===== src/verilog/snl_pkg.sv =====
// Purpose: Shared constants and types of the scanner host nibble link.
// Assumes: Core clock of 100 MHz; all times are rounded to whole cycles.
// Notes:   Least times round up, longest times round down.
`default_nettype none
package snl_pkg;

    // Core clock rate
    localparam int CLK_MHZ        = 100;

    // Idle low time after which the link falls back to nibble mode
    localparam int MODE_HOLD_NS   = 20000;
    localparam int MODE_HOLD_CYC  = (MODE_HOLD_NS * CLK_MHZ + 999) / 1000;

    // High time that a session's first strobe phase may not reach
    localparam int FIRST_HIGH_NS  = 10000;
    localparam int FIRST_HIGH_CYC = (FIRST_HIGH_NS * CLK_MHZ) / 1000;

    // Width of the strobe stability counter
    localparam int STB_CNT_W      = 12;

    // Bit-serial clock half period in core cycles (default)
    localparam int SCLK_HALF_CYC  = 50;

    // Byte and frame geometry
    localparam int BYTE_W         = 8;
    localparam int FRAME_BITS     = 10;
    localparam int FIFO_DEPTH     = 16;

    // Nibble line patterns
    localparam logic [3:0] NIB_IDLE    = 4'hF;
    localparam logic [3:0] NIB_RX_STAT = 4'h6;

    // Nibble mode sequencer states
    typedef enum logic [2:0] {
        SNL_IDLE,
        SNL_HI_SHOWN,
        SNL_LO_SHOWN,
        SNL_EOR_WAIT,
        SNL_RECV
    } snl_nib_state_t;

endpackage
`default_nettype wire


===== src/verilog/snl_fifo.sv =====
// Purpose: Byte FIFO between the user side and the host link.
// Assumes: Single clock; synchronous active-low reset.
// Notes:   Full and empty are registered so the ready/valid outputs are flops.
`timescale 1ns/1ps
`default_nettype none
module snl_fifo #(
    parameter int WIDTH = 8,
    parameter int DEPTH = 16
) (
    input  wire logic             clock,
    input  wire logic             nrst,
    input  wire logic             in_valid,
    output logic                  in_ready,
    input  wire logic [WIDTH-1:0] in_data,
    output logic                  out_valid,
    input  wire logic             out_ready,
    output logic [WIDTH-1:0]      out_data
);
    localparam int AW = $clog2(DEPTH);

    logic [WIDTH-1:0] mem [DEPTH];
    logic [AW-1:0]    wr_ptr_r;
    logic [AW-1:0]    rd_ptr_r;
    logic [AW:0]      cnt_r;
    logic [AW:0]      cnt_nxt;
    logic             empty_r;
    logic             push;
    logic             pop;

    assign push      = in_valid & in_ready;
    assign pop       = out_ready & ~empty_r;
    assign out_valid = ~empty_r;
    assign out_data  = mem[rd_ptr_r];

    // Occupancy after this cycle's push and pop
    always_comb begin
        cnt_nxt = cnt_r;
        if (push && !pop) begin
            cnt_nxt = cnt_r + 1'b1;
        end else if (pop && !push) begin
            cnt_nxt = cnt_r - 1'b1;
        end
    end

    // Storage write; no reset needed for data words
    always_ff @(posedge clock) begin
        if (push) begin
            mem[wr_ptr_r] <= in_data;
        end
    end

    // Pointers, count and flags
    always_ff @(posedge clock) begin
        if (!nrst) begin
            wr_ptr_r <= '0;
            rd_ptr_r <= '0;
            cnt_r    <= '0;
            in_ready <= 1'b1;
            empty_r  <= 1'b1;
        end else begin
            if (push) begin
                wr_ptr_r <= (wr_ptr_r == AW'(DEPTH - 1)) ? '0 : wr_ptr_r + 1'b1;
            end
            if (pop) begin
                rd_ptr_r <= (rd_ptr_r == AW'(DEPTH - 1)) ? '0 : rd_ptr_r + 1'b1;
            end
            cnt_r   <= cnt_nxt;
            in_ready <= (cnt_nxt != (AW+1)'(DEPTH));
            empty_r <= (cnt_nxt == '0);
        end
    end
endmodule
`default_nettype wire


===== src/verilog/snl_frame.sv =====
// Purpose: 10-bit start/stop framer and deframer for bit-serial mode.
// Assumes: Ticks come from the scanner-made serial clock, one per bit.
// Notes:   Data goes least significant bit first; a bad stop bit drops the byte.
`timescale 1ns/1ps
`default_nettype none
module snl_frame
    import snl_pkg::*;
(
    input  wire logic              clock,
    input  wire logic              nrst,
    input  wire logic              tx_tick,
    input  wire logic              rx_tick,
    input  wire logic              tx_valid,
    input  wire logic [BYTE_W-1:0] tx_data,
    output logic                   tx_take,
    output logic                   line_out,
    input  wire logic              line_in,
    output logic [BYTE_W-1:0]      rx_data,
    output logic                   rx_valid
);
    logic [BYTE_W:0]   tx_sh_r;
    logic [3:0]        tx_cnt_r;
    logic [BYTE_W-1:0] rx_sh_r;
    logic [3:0]        rx_cnt_r;

    // A byte is taken only at a frame boundary
    assign tx_take = tx_tick & (tx_cnt_r == 4'h0) & tx_valid;

    // Transmit shifter: start bit, data LSb first, stop bit
    always_ff @(posedge clock) begin
        if (!nrst) begin
            tx_sh_r  <= '1;
            tx_cnt_r <= 4'h0;
            line_out <= 1'b1;
        end else if (tx_tick) begin
            if (tx_cnt_r != 4'h0) begin
                line_out <= tx_sh_r[0];
                tx_sh_r  <= {1'b1, tx_sh_r[BYTE_W:1]};
                tx_cnt_r <= tx_cnt_r - 4'h1;
            end else if (tx_valid) begin
                line_out <= 1'b0;
                tx_sh_r  <= {1'b1, tx_data};
                tx_cnt_r <= 4'(FRAME_BITS - 1);
            end else begin
                line_out <= 1'b1;
            end
        end
    end

    // Receive deframer sampled on the opposite clock phase
    always_ff @(posedge clock) begin
        if (!nrst) begin
            rx_sh_r  <= '0;
            rx_cnt_r <= 4'h0;
            rx_data  <= '0;
            rx_valid <= 1'b0;
        end else begin
            rx_valid <= 1'b0;
            if (rx_tick) begin
                if (rx_cnt_r == 4'h0) begin
                    if (!line_in) begin
                        rx_cnt_r <= 4'h1;
                    end
                end else if (rx_cnt_r == 4'(FRAME_BITS - 1)) begin
                    rx_cnt_r <= 4'h0;
                    if (line_in) begin
                        rx_data  <= rx_sh_r;
                        rx_valid <= 1'b1;
                    end
                end else begin
                    rx_sh_r  <= {line_in, rx_sh_r[BYTE_W-1:1]};
                    rx_cnt_r <= rx_cnt_r + 4'h1;
                end
            end
        end
    end
endmodule
`default_nettype wire


===== src/verilog/snl_top.sv =====
// Purpose: Scanner end of the host link, nibble mode and bit-serial mode.
// Assumes: Host pins arrive asynchronously and pass two flops first.
// Notes:   Session meaning of bytes is left to the user side logic.
`timescale 1ns/1ps
`default_nettype none
module snl_top
    import snl_pkg::*;
#(
    parameter int SCLK_HALF = SCLK_HALF_CYC,
    parameter int DEPTH     = FIFO_DEPTH
) (
    input  wire logic              clock,
    input  wire logic              nrst,
    input  wire logic              strobe_pin,
    input  wire logic              host_serial_out,
    input  wire logic              txd_pin,
    output logic [3:0]             nibble_lines,
    output logic                   sclk,
    output logic                   rxd,
    output logic                   bitser_mode,
    input  wire logic [snl_pkg::BYTE_W-1:0] tx_data,
    input  wire logic              tx_valid,
    output logic                   tx_ready,
    output logic [snl_pkg::BYTE_W-1:0]      rx_data,
    output logic                   rx_valid,
    output logic                   sess_active,
    output logic [snl_pkg::BYTE_W-1:0]      sess_wake,
    input  wire logic              sess_close
);
    import snl_pkg::*;

    localparam int DIV_W = $clog2(SCLK_HALF + 1);

    // Synchronisers and edge history
    logic                  stb_s1_r;
    logic                  stb_s2_r;
    logic                  stb_q_r;
    logic                  hsd_s1_r;
    logic                  hsd_s2_r;
    logic                  txd_s1_r;
    logic                  txd_s2_r;
    logic                  stb_rise;
    logic                  stb_fall;
    logic                  stb_edge;

    // Mode detection
    logic [STB_CNT_W-1:0]  stb_cnt_r;

    // Nibble sequencer
    snl_nib_state_t        nst_r;
    logic [2:0]            bit_cnt_r;
    logic [BYTE_W-1:0]     nib_sh_r;
    logic                  rx_tog_r;
    logic                  nib_pop;
    logic                  nib_byte_done;
    logic [BYTE_W-1:0]     nib_byte;

    // FIFO read side
    logic                  q_valid;
    logic                  q_ready;
    logic [BYTE_W-1:0]     q_data;

    // Bit-serial clock and framer
    logic [DIV_W-1:0]      div_cnt_r;
    logic                  sclk_fall;
    logic                  sclk_rise;
    logic                  frm_take;
    logic                  frm_rx_valid;
    logic [BYTE_W-1:0]     frm_rx_data;

    // Host pins pass two flops before anything reads them
    always_ff @(posedge clock) begin
        if (!nrst) begin
            stb_s1_r  <= 1'b0;
            stb_s2_r  <= 1'b0;
            stb_q_r   <= 1'b0;
            hsd_s1_r  <= 1'b0;
            hsd_s2_r  <= 1'b0;
            txd_s1_r  <= 1'b1;
            txd_s2_r  <= 1'b1;
        end else begin
            stb_s1_r  <= strobe_pin;
            stb_s2_r  <= stb_s1_r;
            stb_q_r   <= stb_s2_r;
            hsd_s1_r  <= host_serial_out;
            hsd_s2_r  <= hsd_s1_r;
            txd_s1_r  <= txd_pin;
            txd_s2_r  <= txd_s1_r;
        end
    end

    assign stb_rise = stb_s2_r & ~stb_q_r;
    assign stb_fall = ~stb_s2_r & stb_q_r;
    assign stb_edge = stb_rise | stb_fall;

    // Cycles the strobe has held its level, saturating
    always_ff @(posedge clock) begin
        if (!nrst) begin
            stb_cnt_r <= '0;
        end else if (stb_edge) begin
            stb_cnt_r <= '0;
        end else if (stb_cnt_r != '1) begin
            stb_cnt_r <= stb_cnt_r + 1'b1;
        end
    end

    // Mode follows the strobe idle level with no software involved.
    // A long first high outside a session is taken as a bit-serial host,
    // so a nibble host must keep that phase short.
    always_ff @(posedge clock) begin
        if (!nrst) begin
            bitser_mode <= 1'b0;
        end else if (!bitser_mode && stb_q_r && !sess_active
                     && stb_cnt_r >= STB_CNT_W'(FIRST_HIGH_CYC)) begin
            bitser_mode <= 1'b1;
        end else if (bitser_mode && !stb_q_r
                     && stb_cnt_r >= STB_CNT_W'(MODE_HOLD_CYC)) begin
            bitser_mode <= 1'b0;
        end
    end

    // Byte assembled from host bits, MSb first so the LSb ends the byte
    assign nib_byte      = {nib_sh_r[BYTE_W-2:0], hsd_s2_r};
    assign nib_byte_done = stb_edge && (nst_r == SNL_RECV || nst_r == SNL_IDLE)
                           && !(nst_r == SNL_IDLE && q_valid)
                           && bit_cnt_r == 3'h7;
    assign nib_pop       = !bitser_mode && nst_r == SNL_HI_SHOWN && stb_fall;

    // Nibble mode sequencer: strobe edges pace both directions.
    // Lines change on an edge, three cycles after it at most, well inside
    // the host's read delay; a receive timeout or bit-serial mode sets idle alone.
    always_ff @(posedge clock) begin
        if (!nrst) begin
            nst_r        <= SNL_IDLE;
            nibble_lines <= NIB_IDLE;
            bit_cnt_r    <= 3'h0;
            nib_sh_r     <= '0;
            rx_tog_r     <= 1'b0;
        end else if (bitser_mode) begin
            nst_r        <= SNL_IDLE;
            nibble_lines <= NIB_IDLE;
            bit_cnt_r    <= 3'h0;
        end else begin
            unique case (nst_r)
                SNL_IDLE: begin
                    if (stb_rise && q_valid) begin
                        nibble_lines <= q_data[7:4];
                        nst_r        <= SNL_HI_SHOWN;
                    end else if (stb_edge) begin
                        nib_sh_r     <= nib_byte;
                        bit_cnt_r    <= 3'h1;
                        nibble_lines <= {NIB_RX_STAT[3:1], rx_tog_r};
                        nst_r        <= SNL_RECV;
                    end
                end
                SNL_HI_SHOWN: begin
                    if (stb_fall) begin
                        nibble_lines <= q_data[3:0];
                        nst_r        <= SNL_LO_SHOWN;
                    end
                end
                SNL_LO_SHOWN: begin
                    if (stb_rise && q_valid) begin
                        nibble_lines <= q_data[7:4];
                        nst_r        <= SNL_HI_SHOWN;
                    end else if (stb_rise) begin
                        nst_r        <= SNL_EOR_WAIT;
                    end
                end
                SNL_EOR_WAIT: begin
                    if (stb_fall) begin
                        nibble_lines <= NIB_IDLE;
                        nst_r        <= SNL_IDLE;
                    end
                end
                SNL_RECV: begin
                    if (stb_edge) begin
                        nib_sh_r  <= nib_byte;
                        bit_cnt_r <= bit_cnt_r + 3'h1;
                        if (bit_cnt_r == 3'h7) begin
                            rx_tog_r     <= ~rx_tog_r;
                            nibble_lines <= {NIB_RX_STAT[3:1], ~rx_tog_r};
                        end
                    end else if (bit_cnt_r == 3'h0
                                 && stb_cnt_r >= STB_CNT_W'(MODE_HOLD_CYC)) begin
                        // Host stopped sending on a byte boundary
                        nst_r        <= SNL_IDLE;
                        nibble_lines <= NIB_IDLE;
                    end
                end
                default: nst_r <= SNL_IDLE;
            endcase
        end
    end

    // Outgoing bytes queue here; a full FIFO stalls the user side
    snl_fifo #(
        .WIDTH (BYTE_W),
        .DEPTH (DEPTH)
    ) u_fifo (
        .clock     (clock),
        .nrst      (nrst),
        .in_valid  (tx_valid),
        .in_ready  (tx_ready),
        .in_data   (tx_data),
        .out_valid (q_valid),
        .out_ready (q_ready),
        .out_data  (q_data)
    );

    assign q_ready = bitser_mode ? frm_take : nib_pop;

    // Scanner-made serial clock; idles high outside bit-serial mode
    always_ff @(posedge clock) begin
        if (!nrst) begin
            div_cnt_r <= '0;
            sclk      <= 1'b1;
        end else if (!bitser_mode) begin
            div_cnt_r <= '0;
            sclk      <= 1'b1;
        end else if (div_cnt_r == DIV_W'(SCLK_HALF - 1)) begin
            div_cnt_r <= '0;
            sclk      <= ~sclk;
        end else begin
            div_cnt_r <= div_cnt_r + 1'b1;
        end
    end

    // Data changes on the falling clock edge, is sampled on the rising one
    assign sclk_fall = bitser_mode && sclk
                       && div_cnt_r == DIV_W'(SCLK_HALF - 1);
    assign sclk_rise = bitser_mode && !sclk
                       && div_cnt_r == DIV_W'(SCLK_HALF - 1);

    // Framing held in reset outside bit-serial mode, so no half frame lingers
    snl_frame u_frame (
        .clock    (clock),
        .nrst     (nrst & bitser_mode),
        .tx_tick  (sclk_fall),
        .rx_tick  (sclk_rise),
        .tx_valid (q_valid & bitser_mode),
        .tx_data  (q_data),
        .tx_take  (frm_take),
        .line_out (rxd),
        .line_in  (txd_s2_r),
        .rx_data  (frm_rx_data),
        .rx_valid (frm_rx_valid)
    );

    // Received bytes from either mode, one-cycle strobe
    always_ff @(posedge clock) begin
        if (!nrst) begin
            rx_data  <= '0;
            rx_valid <= 1'b0;
        end else if (frm_rx_valid) begin
            rx_data  <= frm_rx_data;
            rx_valid <= 1'b1;
        end else if (nib_byte_done && !bitser_mode) begin
            rx_data  <= nib_byte;
            rx_valid <= 1'b1;
        end else begin
            rx_valid <= 1'b0;
        end
    end

    // Session tracking: the first byte either way is the wakeup code.
    // Opening beats a close in the same cycle so no wakeup is lost.
    always_ff @(posedge clock) begin
        if (!nrst) begin
            sess_active <= 1'b0;
            sess_wake   <= '0;
        end else if (!sess_active && (frm_rx_valid
                     || (nib_byte_done && !bitser_mode))) begin
            sess_active <= 1'b1;
            sess_wake   <= frm_rx_valid ? frm_rx_data : nib_byte;
        end else if (!sess_active && q_ready && q_valid) begin
            sess_active <= 1'b1;
            sess_wake   <= q_data;
        end else if (sess_close) begin
            sess_active <= 1'b0;
        end
    end
endmodule
`default_nettype wire


===== config.mk =====
export PLATFORM = sky130hd
export DESIGN_NAME = snl_top
export DESIGN_NICKNAME = d
export VERILOG_FILES = /design/src/verilog/snl_pkg.sv /design/src/verilog/snl_fifo.sv /design/src/verilog/snl_frame.sv /design/src/verilog/snl_top.sv
export SDC_FILE = /design/constraint.sdc
export NUM_CORES = 1
export LEC_CHECK = 0
export BUFFER_PORTS_ARGS = -buffer_cell sky130_fd_sc_hd__buf_2
export CAP_MARGIN = 30
export CORE_ASPECT_RATIO = 0.5
export CORE_MARGIN = 4
export CORE_UTILIZATION = 50
export DETAILED_ROUTE_END_ITERATION = 10
export GPL_TIMING_DRIVEN = 0
export PLACE_DENSITY = 0.73
export SLEW_MARGIN = 20
export SYNTH_ARGS = -nofsm -noshare
export SYNTH_HDL_FRONTEND = slang
export SYNTH_SLANG_ARGS = --single-unit

===== constraint.sdc =====
create_clock -name clock -period 4.22 [get_ports clock]
set_input_delay 0.422 -clock clock [delete_from_list [all_inputs] [get_ports clock]]
set_output_delay 0.422 -clock clock [all_outputs]
set_load 0.02 [all_outputs]

==> results.sh, run 1 <==
export IMPL_status="complete, no violations"
export IMPL_critical_path_max_fanout=9
export IMPL_slew_violations=0
export IMPL_r2r_slack_ns=1.19
export IMPL_skew_ns=0.01424
export IMPL_fp_dieW_um=210.9
export IMPL_crit_family="simple AND/OR/NAND/NOR gates"
export IMPL_io_pins=41
export IMPL_crit_buf_inv=0
export IMPL_finish_net_count=967
export IMPL_worst_r2r_endpoint="u_fifo.in_ready"
export IMPL_grt_pass1_wl_um=36560
export IMPL_num_rows=36
export IMPL_worst_setup_path_start_kind="register"
export IMPL_ys_warn_count=0
export IMPL_numCtsBuffers=22
export IMPL_ir_worst_vdd_uv=215.5
export IMPL_gp_routability_congestion=0.8779
export IMPL_r2r_start="bitser_mode"
export IMPL_clk_latency_ns=0.51
export IMPL_hold_buffers=0
export IMPL_ctsRootBufferMaster="clkbuf_16"
export IMPL_grt_overflow=0
export IMPL_via_per_inst=5.744
export IMPL_endpoint="u_fifo.in_ready"
export IMPL_post_route_cell_area_um2=11630
export IMPL_hold_viol=0
export IMPL_placed_cell_area_um2=10930
export IMPL_wl_um=22830
export IMPL_p_per_area_nw_per_um2=402.3
export IMPL_port_buffers=40
export IMPL_p_leak_nw=3.946
export IMPL_postCtsSetupBuffers=0
export IMPL_worst_path_max_delay_cell="dfxtp_1"
export IMPL_ant_nets=0
export IMPL_crit_chain="nor4bb_1 > nand4b_1 > a2111o_1 > a221oi_2 > and2_1 > or4b_1"
export IMPL_rsz0062_at_grt="no"
export IMPL_crit_type="register to register"
export IMPL_cts_max_level=1
export IMPL_cts_resized=0
export IMPL_nFillCells=1559
export IMPL_multiInputGateArea_um2=3902
export IMPL_crit_cells=6
export IMPL_dp_hpwl_um=15720
export IMPL_place_ws_ns=1.251
export IMPL_clock_path_buffers=3
export IMPL_yosysTopAreaCell="edfxtp_1"
export IMPL_initial_core_util=0.5192
export IMPL_drive_gt1_frac=0.1498
export IMPL_finalSetupViolCount=0
export IMPL_synth_area_top_cells="edfxtp_1 37%, dfxtp_1 23%, mux4_2 6.6%"
export IMPL_crit_arrival_ns=3.40
export IMPL_dieArea_um2=23080
export IMPL_cts_tree="yes"
export IMPL_max_freq_mhz=329.8
export IMPL_synth_edff_count=128
export IMPL_grt_pass1_vias=6795
export IMPL_path_clk_slew_ns=0.07
export IMPL_yosysSeqAreaShare=0.5992
export IMPL_r2r_worst_path_cells=6
export IMPL_wire_per_inst_um=18.80
export IMPL_period_share=0.7184
export IMPL_syn_cell_area_um2=10290
export IMPL_grt_antenna_before_repair=0
export IMPL_fin_crit_ns=3.032
export IMPL_endpoint_kind="register"
export IMPL_syn2layout_area_growth_pct=13.01
export IMPL_first_pass_iters=5
export IMPL_max_stage_delay_ns=0.56
export IMPL_tns_ns=0
export IMPL_die_h_um=109.4
export IMPL_via_count=6973
export IMPL_track_usage=0.2008
export IMPL_async_flop_share=0
export IMPL_crit_start="bitser_mode"
export IMPL_initialDrtViolationCount=607
export IMPL_syn_mean_instance_area_um2=11.99
export IMPL_synth_cell_types=67
export IMPL_synth_flop_cell="edfxtp_1"
export IMPL_antenna_cells=0
export IMPL_register_area_um2=6166
export IMPL_netlist_instances=858
export IMPL_synth_top_area_frac=0.3735
export IMPL_hp_class="input pin to register"
export IMPL_finalWorstSetupSlack_ns=1.188
export IMPL_grt_max_degree=17
export IMPL_slew_limit_headroom=0.3747
export IMPL_synth_fp_nets=892
export IMPL_worst_slew_pin_slew_ns=0.9345
export IMPL_worstPathRequired_ns=4.58
export IMPL_core_area_um2=19820
export IMPL_cap_violations=0
export IMPL_cts_sinks=244
export IMPL_synth_seq_cells=244
export IMPL_drc=0
[cell usage in the layout, fill, tap and decap left out, types with 4 or more instances in the layout]
cell type  instances
clkbuf_1          35
nand2b_1          17
o211ai_1           5
buf_1              5
nor2b_1            6
edfxtp_1         128
o21ai_0           37
clkinv_2           6
buf_4              7
ha_1              19
dfxtp_1          116
nand2_1           75
a31oi_1           10
mux4_2            30
o31a_1             4
o22ai_1            4
nor4_1             6
mux2_2             7
clkbuf_8           4
buf_6              4
a311oi_1           5
clkbuf_16         22
and2_1            13
mux2i_1           34
nor3_1            18
nor3_2             4
a211oi_1           9
inv_1             19
buf_2             46
and3_1             4
xnor2_1           10
nand4_1            4
nor2_1            87
a21oi_1           53
nand3_1           20
xor2_1            12
[routing by layer]
| metal | part of all wire | vias up | track usage |
|---|---|---|---|
| met5 | 0 | - | 0 |
| met2 | 0.45 | 215 | 0.3253 |
| met1 | 0.46 | 3396 | 0.2853 |
| met3 | 0.065 | 41 | 0.03535 |
| met4 | 0.023 | 0 | 0.05178 |
| li1 | - | 3321 | - |
[cell type report]
type | count | area share
Buffer | 43 | 0.01453
Clock buffer | 29 | 0.05304
Clock inverter | 10 | 0.005918
Inverter | 20 | 0.006456
Multi-Input combinational cell | 551 | 0.3356
Sequential cell | 244 | 0.5302
Tap cell | 266 | 0.02862
Timing Repair Buffer | 51 | 0.02561
[registers in the layout, indices dropped and copies added, names as in the netlist, 3 cells and up, named ones only]
register          count
rx_data               8
stb_cnt_r            12
u_fifo.mem          128
div_cnt_r             6
bit_cnt_r             3
u_frame.rx_data       8
u_fifo.wr_ptr_r       4
u_frame.tx_cnt_r      4
nibble_lines          4
u_fifo.cnt_r          5
nst_r                 3
u_frame.rx_sh_r       8
u_frame.tx_sh_r       8
u_frame.rx_cnt_r      4
nib_sh_r              7
sess_wake             8
u_fifo.rd_ptr_r       4
[synthesized netlist by cell type (5+ instances only)]
cell type	n
edfxtp_1	128
nor2_1	88
o21ai_0	37
buf_2	6
o211ai_1	5
mux4_2	30
nand2b_1	17
mux2_2	7
ha_1	19
xor2_1	12
nand2_1	75
and2_1	13
mux2i_1	34
buf_1	5
nor2b_1	6
a21oi_1	53
nand3_1	20
nor3_1	22
nor4_1	6
a211oi_1	9
a311oi_1	5
clkbuf_1	32
inv_1	19
dfxtp_1	116
a31oi_1	10
xnor2_1	10
[report_power, final]
| group | switching (W) | internal, W |
|---|---|---|
| sequential | 0.0000211 | 0.00253 |
| clock | 0.000882 | 0.00104 |
| combinational | 0.000140 | 0.0000724 |
[kinds of logic (layout without fill, tap and decap cells)]
group           count (synthesis)  after routing  share of synthesized area
mux                            71             71                     0.1064
simple gates                  278            278                     0.1300
fa+ha+maj                      20             20                    0.02408
compound gates                160            160                    0.09788
buf+inv                        63            153                    0.02371
flops                         244            244                     0.5992
xor+xnor                       22             22                    0.01873
[stage by stage]
stage | util | total power, W | std cells | hold slack [ns]
after floorplan | - | 0.002727 | 858 | 0.3863
after global placement | 0.5461 | 0.002796 | 1164 | 0.4014
after detailed placement | 0.5514 | 0.002808 | 1173 | 0.4156
after CTS | 0.5860 | 0.004700 | 1212 | 0.09609
after global routing | 0.5867 | 0.004849 | 1214 | 0.09980
final | 0.5867 | 0.004678 | 1214 | 0.1085
[how the worst min path moves through the flow]
stage	from	end	slack (ns)	depth (start not counted)
2_1_floorplan	txd_s1_r	txd_s2_r	0.39	1
3_3_place_gp	txd_s1_r	txd_s2_r	0.40	1
3_5_place_dp	txd_s1_r	txd_s2_r	0.42	1
4_1_cts	txd_pin	txd_s1_r	0.1	2
5_1_grt	strobe_pin	stb_s1_r	0.1	2
6_report	txd_pin	txd_s1_r	0.11	2
Note: power is estimated with default switching activity, not from simulation.
==> inputs of run 2 (changes only) <==
==> constraint.sdc (replaced) <==
create_clock -name clock -period 2.9 [get_ports clock]
set_input_delay 0.29 -clock clock [delete_from_list [all_inputs] [get_ports clock]]
set_output_delay 0.29 -clock clock [all_outputs]
set_load 0.02 [all_outputs]
==> run 2 against run 1 <==
Effect of this change:
- design area up 0.90%
- sequential share of layout area down 0.46 points
- non-clock buffer count up 3
- worst hold slack worse by 0.033 ns
- clock power up 45%
- first-iteration DRC count down 0.66%
- via count up 0.37%
- die area unchanged
- count of clock-buffer cells in the layout unchanged
- clock skew up 0.0038 ns
- power up 46%
- critical path type unchanged
==> results.sh, run 2 (synthesized netlist as in run 1, its figures left out) <==
export IMPL_r2r_worst_path_cells=6
export IMPL_regMostFlops="u_fifo.mem"
export IMPL_port_buffers=40
export IMPL_cts_tree="yes"
export IMPL_r2r_slack_ns=0.13
export IMPL_status="complete, no violations"
export IMPL_pwr_share_comb=0.046
export IMPL_gp_routability_congestion=0.8779
export IMPL_wl_um=22930
export IMPL_max_stage_delay_ns=0.52
export IMPL_path_clk_slew_ns=0.07
export IMPL_crit_arrival_ns=3.14
export IMPL_drc=0
export IMPL_nFillCells=1541
export IMPL_fp_dieW_um=210.9
export IMPL_grt_antenna_before_repair=0
export IMPL_critical_path_max_fanout=6
export IMPL_via_per_inst=5.751
export IMPL_finalWorstSetupSlack_ns=0.1275
export IMPL_skew_ns=0.01800
export IMPL_pwr_share_seq=0.544
export IMPL_clk_latency_ns=0.51
export IMPL_slew_limit_headroom=0.3542
export IMPL_cap_violations=0
export IMPL_track_usage=0.2010
export IMPL_initialDrtViolationCount=603
export IMPL_initial_core_util=0.5192
export IMPL_dieArea_um2=23080
export IMPL_io_pins=41
export IMPL_antenna_cells=0
export IMPL_hold_viol=0
export IMPL_hp_class="input pin to register"
export IMPL_register_area_um2=6167
export IMPL_max_freq_mhz=360.7
export IMPL_grt_overflow=0
export IMPL_p_int_w=0.005294
export IMPL_crit_start="u_frame.tx_cnt_r[2]"
export IMPL_power_switching_w=0.001517
export IMPL_die_h_um=109.4
export IMPL_dp_hpwl_um=15720
export IMPL_cts_max_level=1
export IMPL_rsz0062_at_grt="yes"
export IMPL_cts_sinks=244
export IMPL_place_ws_ns=-0.06852
export IMPL_slew_violations=0
export IMPL_clock_path_buffers=3
export IMPL_postCtsSetupBuffers=0
export IMPL_endpoint_kind="register"
export IMPL_first_pass_iters=5
export IMPL_largestRegisters="u_fifo.mem x128, stb_cnt_r x12"
export IMPL_worstPathRequired_ns=3.27
export IMPL_wire_per_inst_um=18.84
export IMPL_num_rows=36
export IMPL_fin_crit_ns=2.773
export IMPL_numCtsBuffers=22
export IMPL_swShare=0.2227
export IMPL_ctsRootBufferMaster="clkbuf_16"
export IMPL_r2r_start="u_frame.tx_cnt_r[2]"
export IMPL_layout_commonest_cell="edfxtp_1"
export IMPL_period_share=0.9560
export IMPL_hold_slack_ns=0.07566
export IMPL_p_leak_nw=3.993
export IMPL_finalSetupViolCount=0
export IMPL_finish_net_count=970
export IMPL_crit_type="register to register"
export IMPL_most_common_layout_cells="128 x edfxtp_1, 115 x dfxtp_1, 86 x nor2_1"
export IMPL_p_per_area_nw_per_um2=580.4
export IMPL_grt_pass1_vias=6827
export IMPL_worst_slew_pin_slew_ns=0.9652
export IMPL_p_clk_frac=0.410
export IMPL_core_area_um2=19820
export IMPL_drive_gt1_frac=0.1630
export IMPL_worst_setup_path_start_kind="register"
export IMPL_endpoint="u_fifo.in_ready"
export IMPL_worst_path_max_delay_cell="a2111o_1"
export IMPL_multiInputGateArea_um2=3969
export IMPL_via_count=6999
export IMPL_grt_pass1_wl_um=36630
export IMPL_largest_reg_flops=128
export IMPL_syn2layout_area_growth_pct=14.03
export IMPL_crit_chain="nor4_4 > nand4b_1 > a2111o_1 > a221oi_2 > and2_1 > or4b_1"
export IMPL_grt_max_degree=17
export IMPL_worst_r2r_endpoint="u_fifo.in_ready"
export IMPL_ant_nets=0
export IMPL_ir_worst_vdd_uv=315.4
==> run 2: routing by layer <==
layer	up-vias	GRT usage	routed length, um
met5	-	0	0
met4	0	0.05178	527
met3	42	0.03535	1463
met2	223	0.3269	10360
met1	3406	0.2848	10580
li1	3328	-	-
==> run 2: final cells by class <==
type	count	share of cell area
flip-flops and latches	244	0.5256
multi-input cells	551	0.3382
clock buffers	29	0.05257
well taps	266	0.02836
repair buffers	54	0.02794
plain buffers	43	0.01504
inverters	20	0.006398
clock inverters	10	0.005865
==> run 2: critical path, delay by kind of cell (launching register included) <==
| kind | cells | cell delay, ns |
|---|---|---|
| flip-flops | 1 | 0.37 |
| AO/OA/AOI/OAI | 2 | 0.80 |
| AND/OR/NAND/NOR | 4 | 1.45 |
==> run 2: stage by stage <==
stage | area [um^2] | util | TNS (ns) | std cells | total power, W
global placement | 10820 | 0.5461 | -1.211 | 1164 | 0.004069
global route | 11730 | 0.5920 | -0.008129 | 1217 | 0.007063
detailed placement | 10930 | 0.5514 | -0.06852 | 1173 | 0.004087
finish | 11730 | 0.5920 | 0 | 1217 | 0.006811
CTS | 11670 | 0.5887 | 0 | 1215 | 0.006843
floorplan | 10290 | - | 0 | 858 | 0.003968
==> run 2: power by group through the flow <==
stage	clock network [W]	registers (W)	logic [W]
floorplan	0	0.00378	0.000187
global placement	0	0.00378	0.000288
detailed placement	0	0.00378	0.000303
CTS	0.00283	0.00371	0.000309
global route	0.00300	0.00371	0.000351
finish	0.00279	0.00371	0.000314
==> run 2: worst min-delay path by stage <==
stage	depth (start not counted)	to	from	slack, ns
finish	2	u_fifo.cnt_r[4]	nrst	0.08
global route	3	sess_active	sess_close	0.08
CTS	2	u_fifo.cnt_r[4]	nrst	0.07
detailed placement	1	txd_s2_r	txd_s1_r	0.42
global placement	1	txd_s2_r	txd_s1_r	0.40
floorplan	1	txd_s2_r	txd_s1_r	0.39
==> run 2: repair_timing <==
item                       in CTS  in global routing
resized for setup               3                 17
pin swaps                       0                  2
hold endpoints to repair        3                  0
hold buffers                    3                  0
setup endpoints to repair       1                 13
==> inputs of run 3 (changes only) <==
--- a/config.mk
+++ b/config.mk
@@ -7,12 +7,14 @@
 export LEC_CHECK = 0
 export BUFFER_PORTS_ARGS = -buffer_cell sky130_fd_sc_hd__buf_2
 export CAP_MARGIN = 30
+export CELL_PAD_IN_SITES_DETAIL_PLACEMENT = 1
+export CELL_PAD_IN_SITES_GLOBAL_PLACEMENT = 1
 export CORE_ASPECT_RATIO = 0.5
 export CORE_MARGIN = 4
 export CORE_UTILIZATION = 50
 export DETAILED_ROUTE_END_ITERATION = 10
 export GPL_TIMING_DRIVEN = 0
-export PLACE_DENSITY = 0.73
+export PLACE_DENSITY = 0.85
 export SLEW_MARGIN = 20
 export SYNTH_ARGS = -nofsm -noshare
 export SYNTH_HDL_FRONTEND = slang
==> run 3 against run 2 <==
Effect of this change:
- worst hold slack worse by 0.031 ns
- non-clock buffer count is 5 higher
- first-iteration DRC count is 1.5% higher
- sequential power hardly changed
- global-route usage is 4.1 points higher
- maximum frequency is 0.63% lower
- die area stayed put
- clock power is 8.6% higher
- register-to-register slack worse by 0.02 ns
==> results.sh, run 3 (synthesized netlist as in run 1, its figures left out) <==
export IMPL_io_pins=41
export IMPL_tns_ns=0
export IMPL_crit_top_cell="or4b_4"
export IMPL_antenna_cells=0
export IMPL_via_per_inst=6.069
export IMPL_slew_limit_headroom=0.3773
export IMPL_grt_antenna_before_repair=0
export IMPL_skew_ns=0.01867
export IMPL_period_share=0.9621
export IMPL_clock_path_buffers=3
export IMPL_finalSetupViolCount=0
export IMPL_path_clk_slew_ns=0.07
export IMPL_die_h_um=109.4
export IMPL_rsz0062_at_grt="no"
export IMPL_crit_chain="inv_1 > ha_2 > or4b_4 > or2_1 > a2111o_1 > a221oi_2 > and2_4 > or4b_4"
export IMPL_nFillCells=2062
export IMPL_finalWorstSetupSlack_ns=0.1100
export IMPL_most_common_layout_cells="128 x edfxtp_1, 115 x dfxtp_1, 86 x nor2_1"
export IMPL_p_per_area_nw_per_um2=598.3
export IMPL_initial_core_util=0.5192
export IMPL_slew_violations=0
export IMPL_grt_pass1_vias=7567
export IMPL_hp_class="input pin to register"
export IMPL_critical_path_max_fanout=3
export IMPL_regMostFlops="u_fifo.mem"
export IMPL_numCtsBuffers=22
export IMPL_initialDrtViolationCount=612
export IMPL_endpoint_kind="register"
export IMPL_dieArea_um2=23080
export IMPL_worstPathRequired_ns=3.29
export IMPL_worst_slew_pin_slew_ns=0.9278
export IMPL_drc=0
export IMPL_cap_violations=0
export IMPL_grt_pass1_wl_um=43190
export IMPL_ir_worst_vdd_uv=369.0
export IMPL_worst_setup_path_start_kind="register"
export IMPL_syn2layout_area_growth_pct=15.00
export IMPL_fin_crit_ns=2.790
export IMPL_largestRegisters="u_fifo.mem x128, stb_cnt_r x12"
export IMPL_clk_latency_ns=0.52
export IMPL_fp_dieW_um=210.9
export IMPL_hold_viol=0
export IMPL_worst_path_max_delay_cell="or4b_4"
export IMPL_largest_reg_flops=128
export IMPL_crit_arrival_ns=3.18
export IMPL_max_stage_delay_ns=0.47
export IMPL_max_freq_mhz=358.4
export IMPL_via_count=7416
export IMPL_place_ws_ns=-0.1392
export IMPL_finish_net_count=975
export IMPL_status="complete, no violations"
export IMPL_cts_sinks=244
export IMPL_dp_hpwl_um=18720
export IMPL_wire_per_inst_um=22.81
export IMPL_track_usage=0.2420
export IMPL_cts_max_level=1
export IMPL_p_leak_nw=4.042
export IMPL_ctsRootBufferMaster="clkbuf_16"
export IMPL_drive_gt1_frac=0.1684
export IMPL_num_rows=36
export IMPL_grt_max_degree=17
export IMPL_cts_tree="yes"
export IMPL_ant_nets=0
export IMPL_port_buffers=40
export IMPL_wl_um=27880
export IMPL_layout_commonest_cell="edfxtp_1"
export IMPL_grt_overflow=0
export IMPL_gp_routability_congestion=0.8591
export IMPL_crit_type="register to register"
export IMPL_core_area_um2=19820
export IMPL_first_pass_iters=5
run 3: cell types whose count changed in the layout (fill, tap and decap cells not counted), moves of 3 or more:
| cell | change |
|---|---|
| buf_4 | +3 |
| buf_6 | +3 |
| bufinv_16 | +3 |
| clkbuf_1 | +4 |
| clkinv_2 | -3 |
| clkinvlp_4 | -3 |
run 3: area by class of cell:
class                      instances  area (um^2)  area share
multi-input combinational        551         3970      0.3355
timing repair buffer              60        384.1     0.03246
clock inverter                     7        121.4     0.01026
inverter                          20        75.07    0.006344
buffer                            42        175.2     0.01480
tap                              266        332.8     0.02812
clock buffer                      32        608.1     0.05139
sequential                       244         6167      0.5211
run 3: worst max-delay path, delay by kind of cell, from the launching register on:
kind / cells / cell delay, ns
AOI/OAI and AO/OA: 2 / 0.65
adders and majority gates: 1 / 0.22
buffers and inverters: 1 / 0.09
DFF: 1 / 0.33
and+or+nand+nor: 4 / 1.37
run 3: power by group:
group          switching (W)  leakage (nW)  internal, W
combinational       0.000227          1.59     0.000112
clock                0.00130         0.356      0.00173
sequential         0.0000336          2.10      0.00368
run 3: worst paths after layout:
check        slack, ns  depth (start not counted)       start         endpoint
max               0.11                          8    stb_s2_r  u_fifo.in_ready
min               0.05                          3  sess_close      sess_active
max reg2reg       0.11                          8    stb_s2_r  u_fifo.in_ready
min reg2reg       0.43                          1    txd_s1_r         txd_s2_r
run 3: repair_timing:
item                                    in CTS  in global routing
resized for setup                            8                 13
endpoints found under the setup margin       8                 13
pin swaps                                    1                  2
buffers inserted                             2                  1
hold endpoints to repair                     3                  0
hold buffers                                 3                  0
run 3: stage by stage:
step	total power (W)	util	instances	area, um^2	hold WS [ns]
finish	0.007080	0.5971	1222	11830	0.04505
global route	0.007314	0.5971	1222	11830	0.04238
CTS	0.007112	0.5924	1217	11740	0.03370
detailed placement	0.004108	0.5520	1173	10940	0.4313
global placement	0.004076	0.5461	1164	10820	0.4050
floorplan	0.003968	-	858	10290	0.3863
run 3: layer usage:
metal  global-route usage  part of all wire  up-vias
li1                     -                 -     3339
met1               0.3242              0.43     3791
met2               0.4180              0.49      236
met3              0.04076             0.065       50
met4              0.06241             0.023        0
met5                    0                 0        -
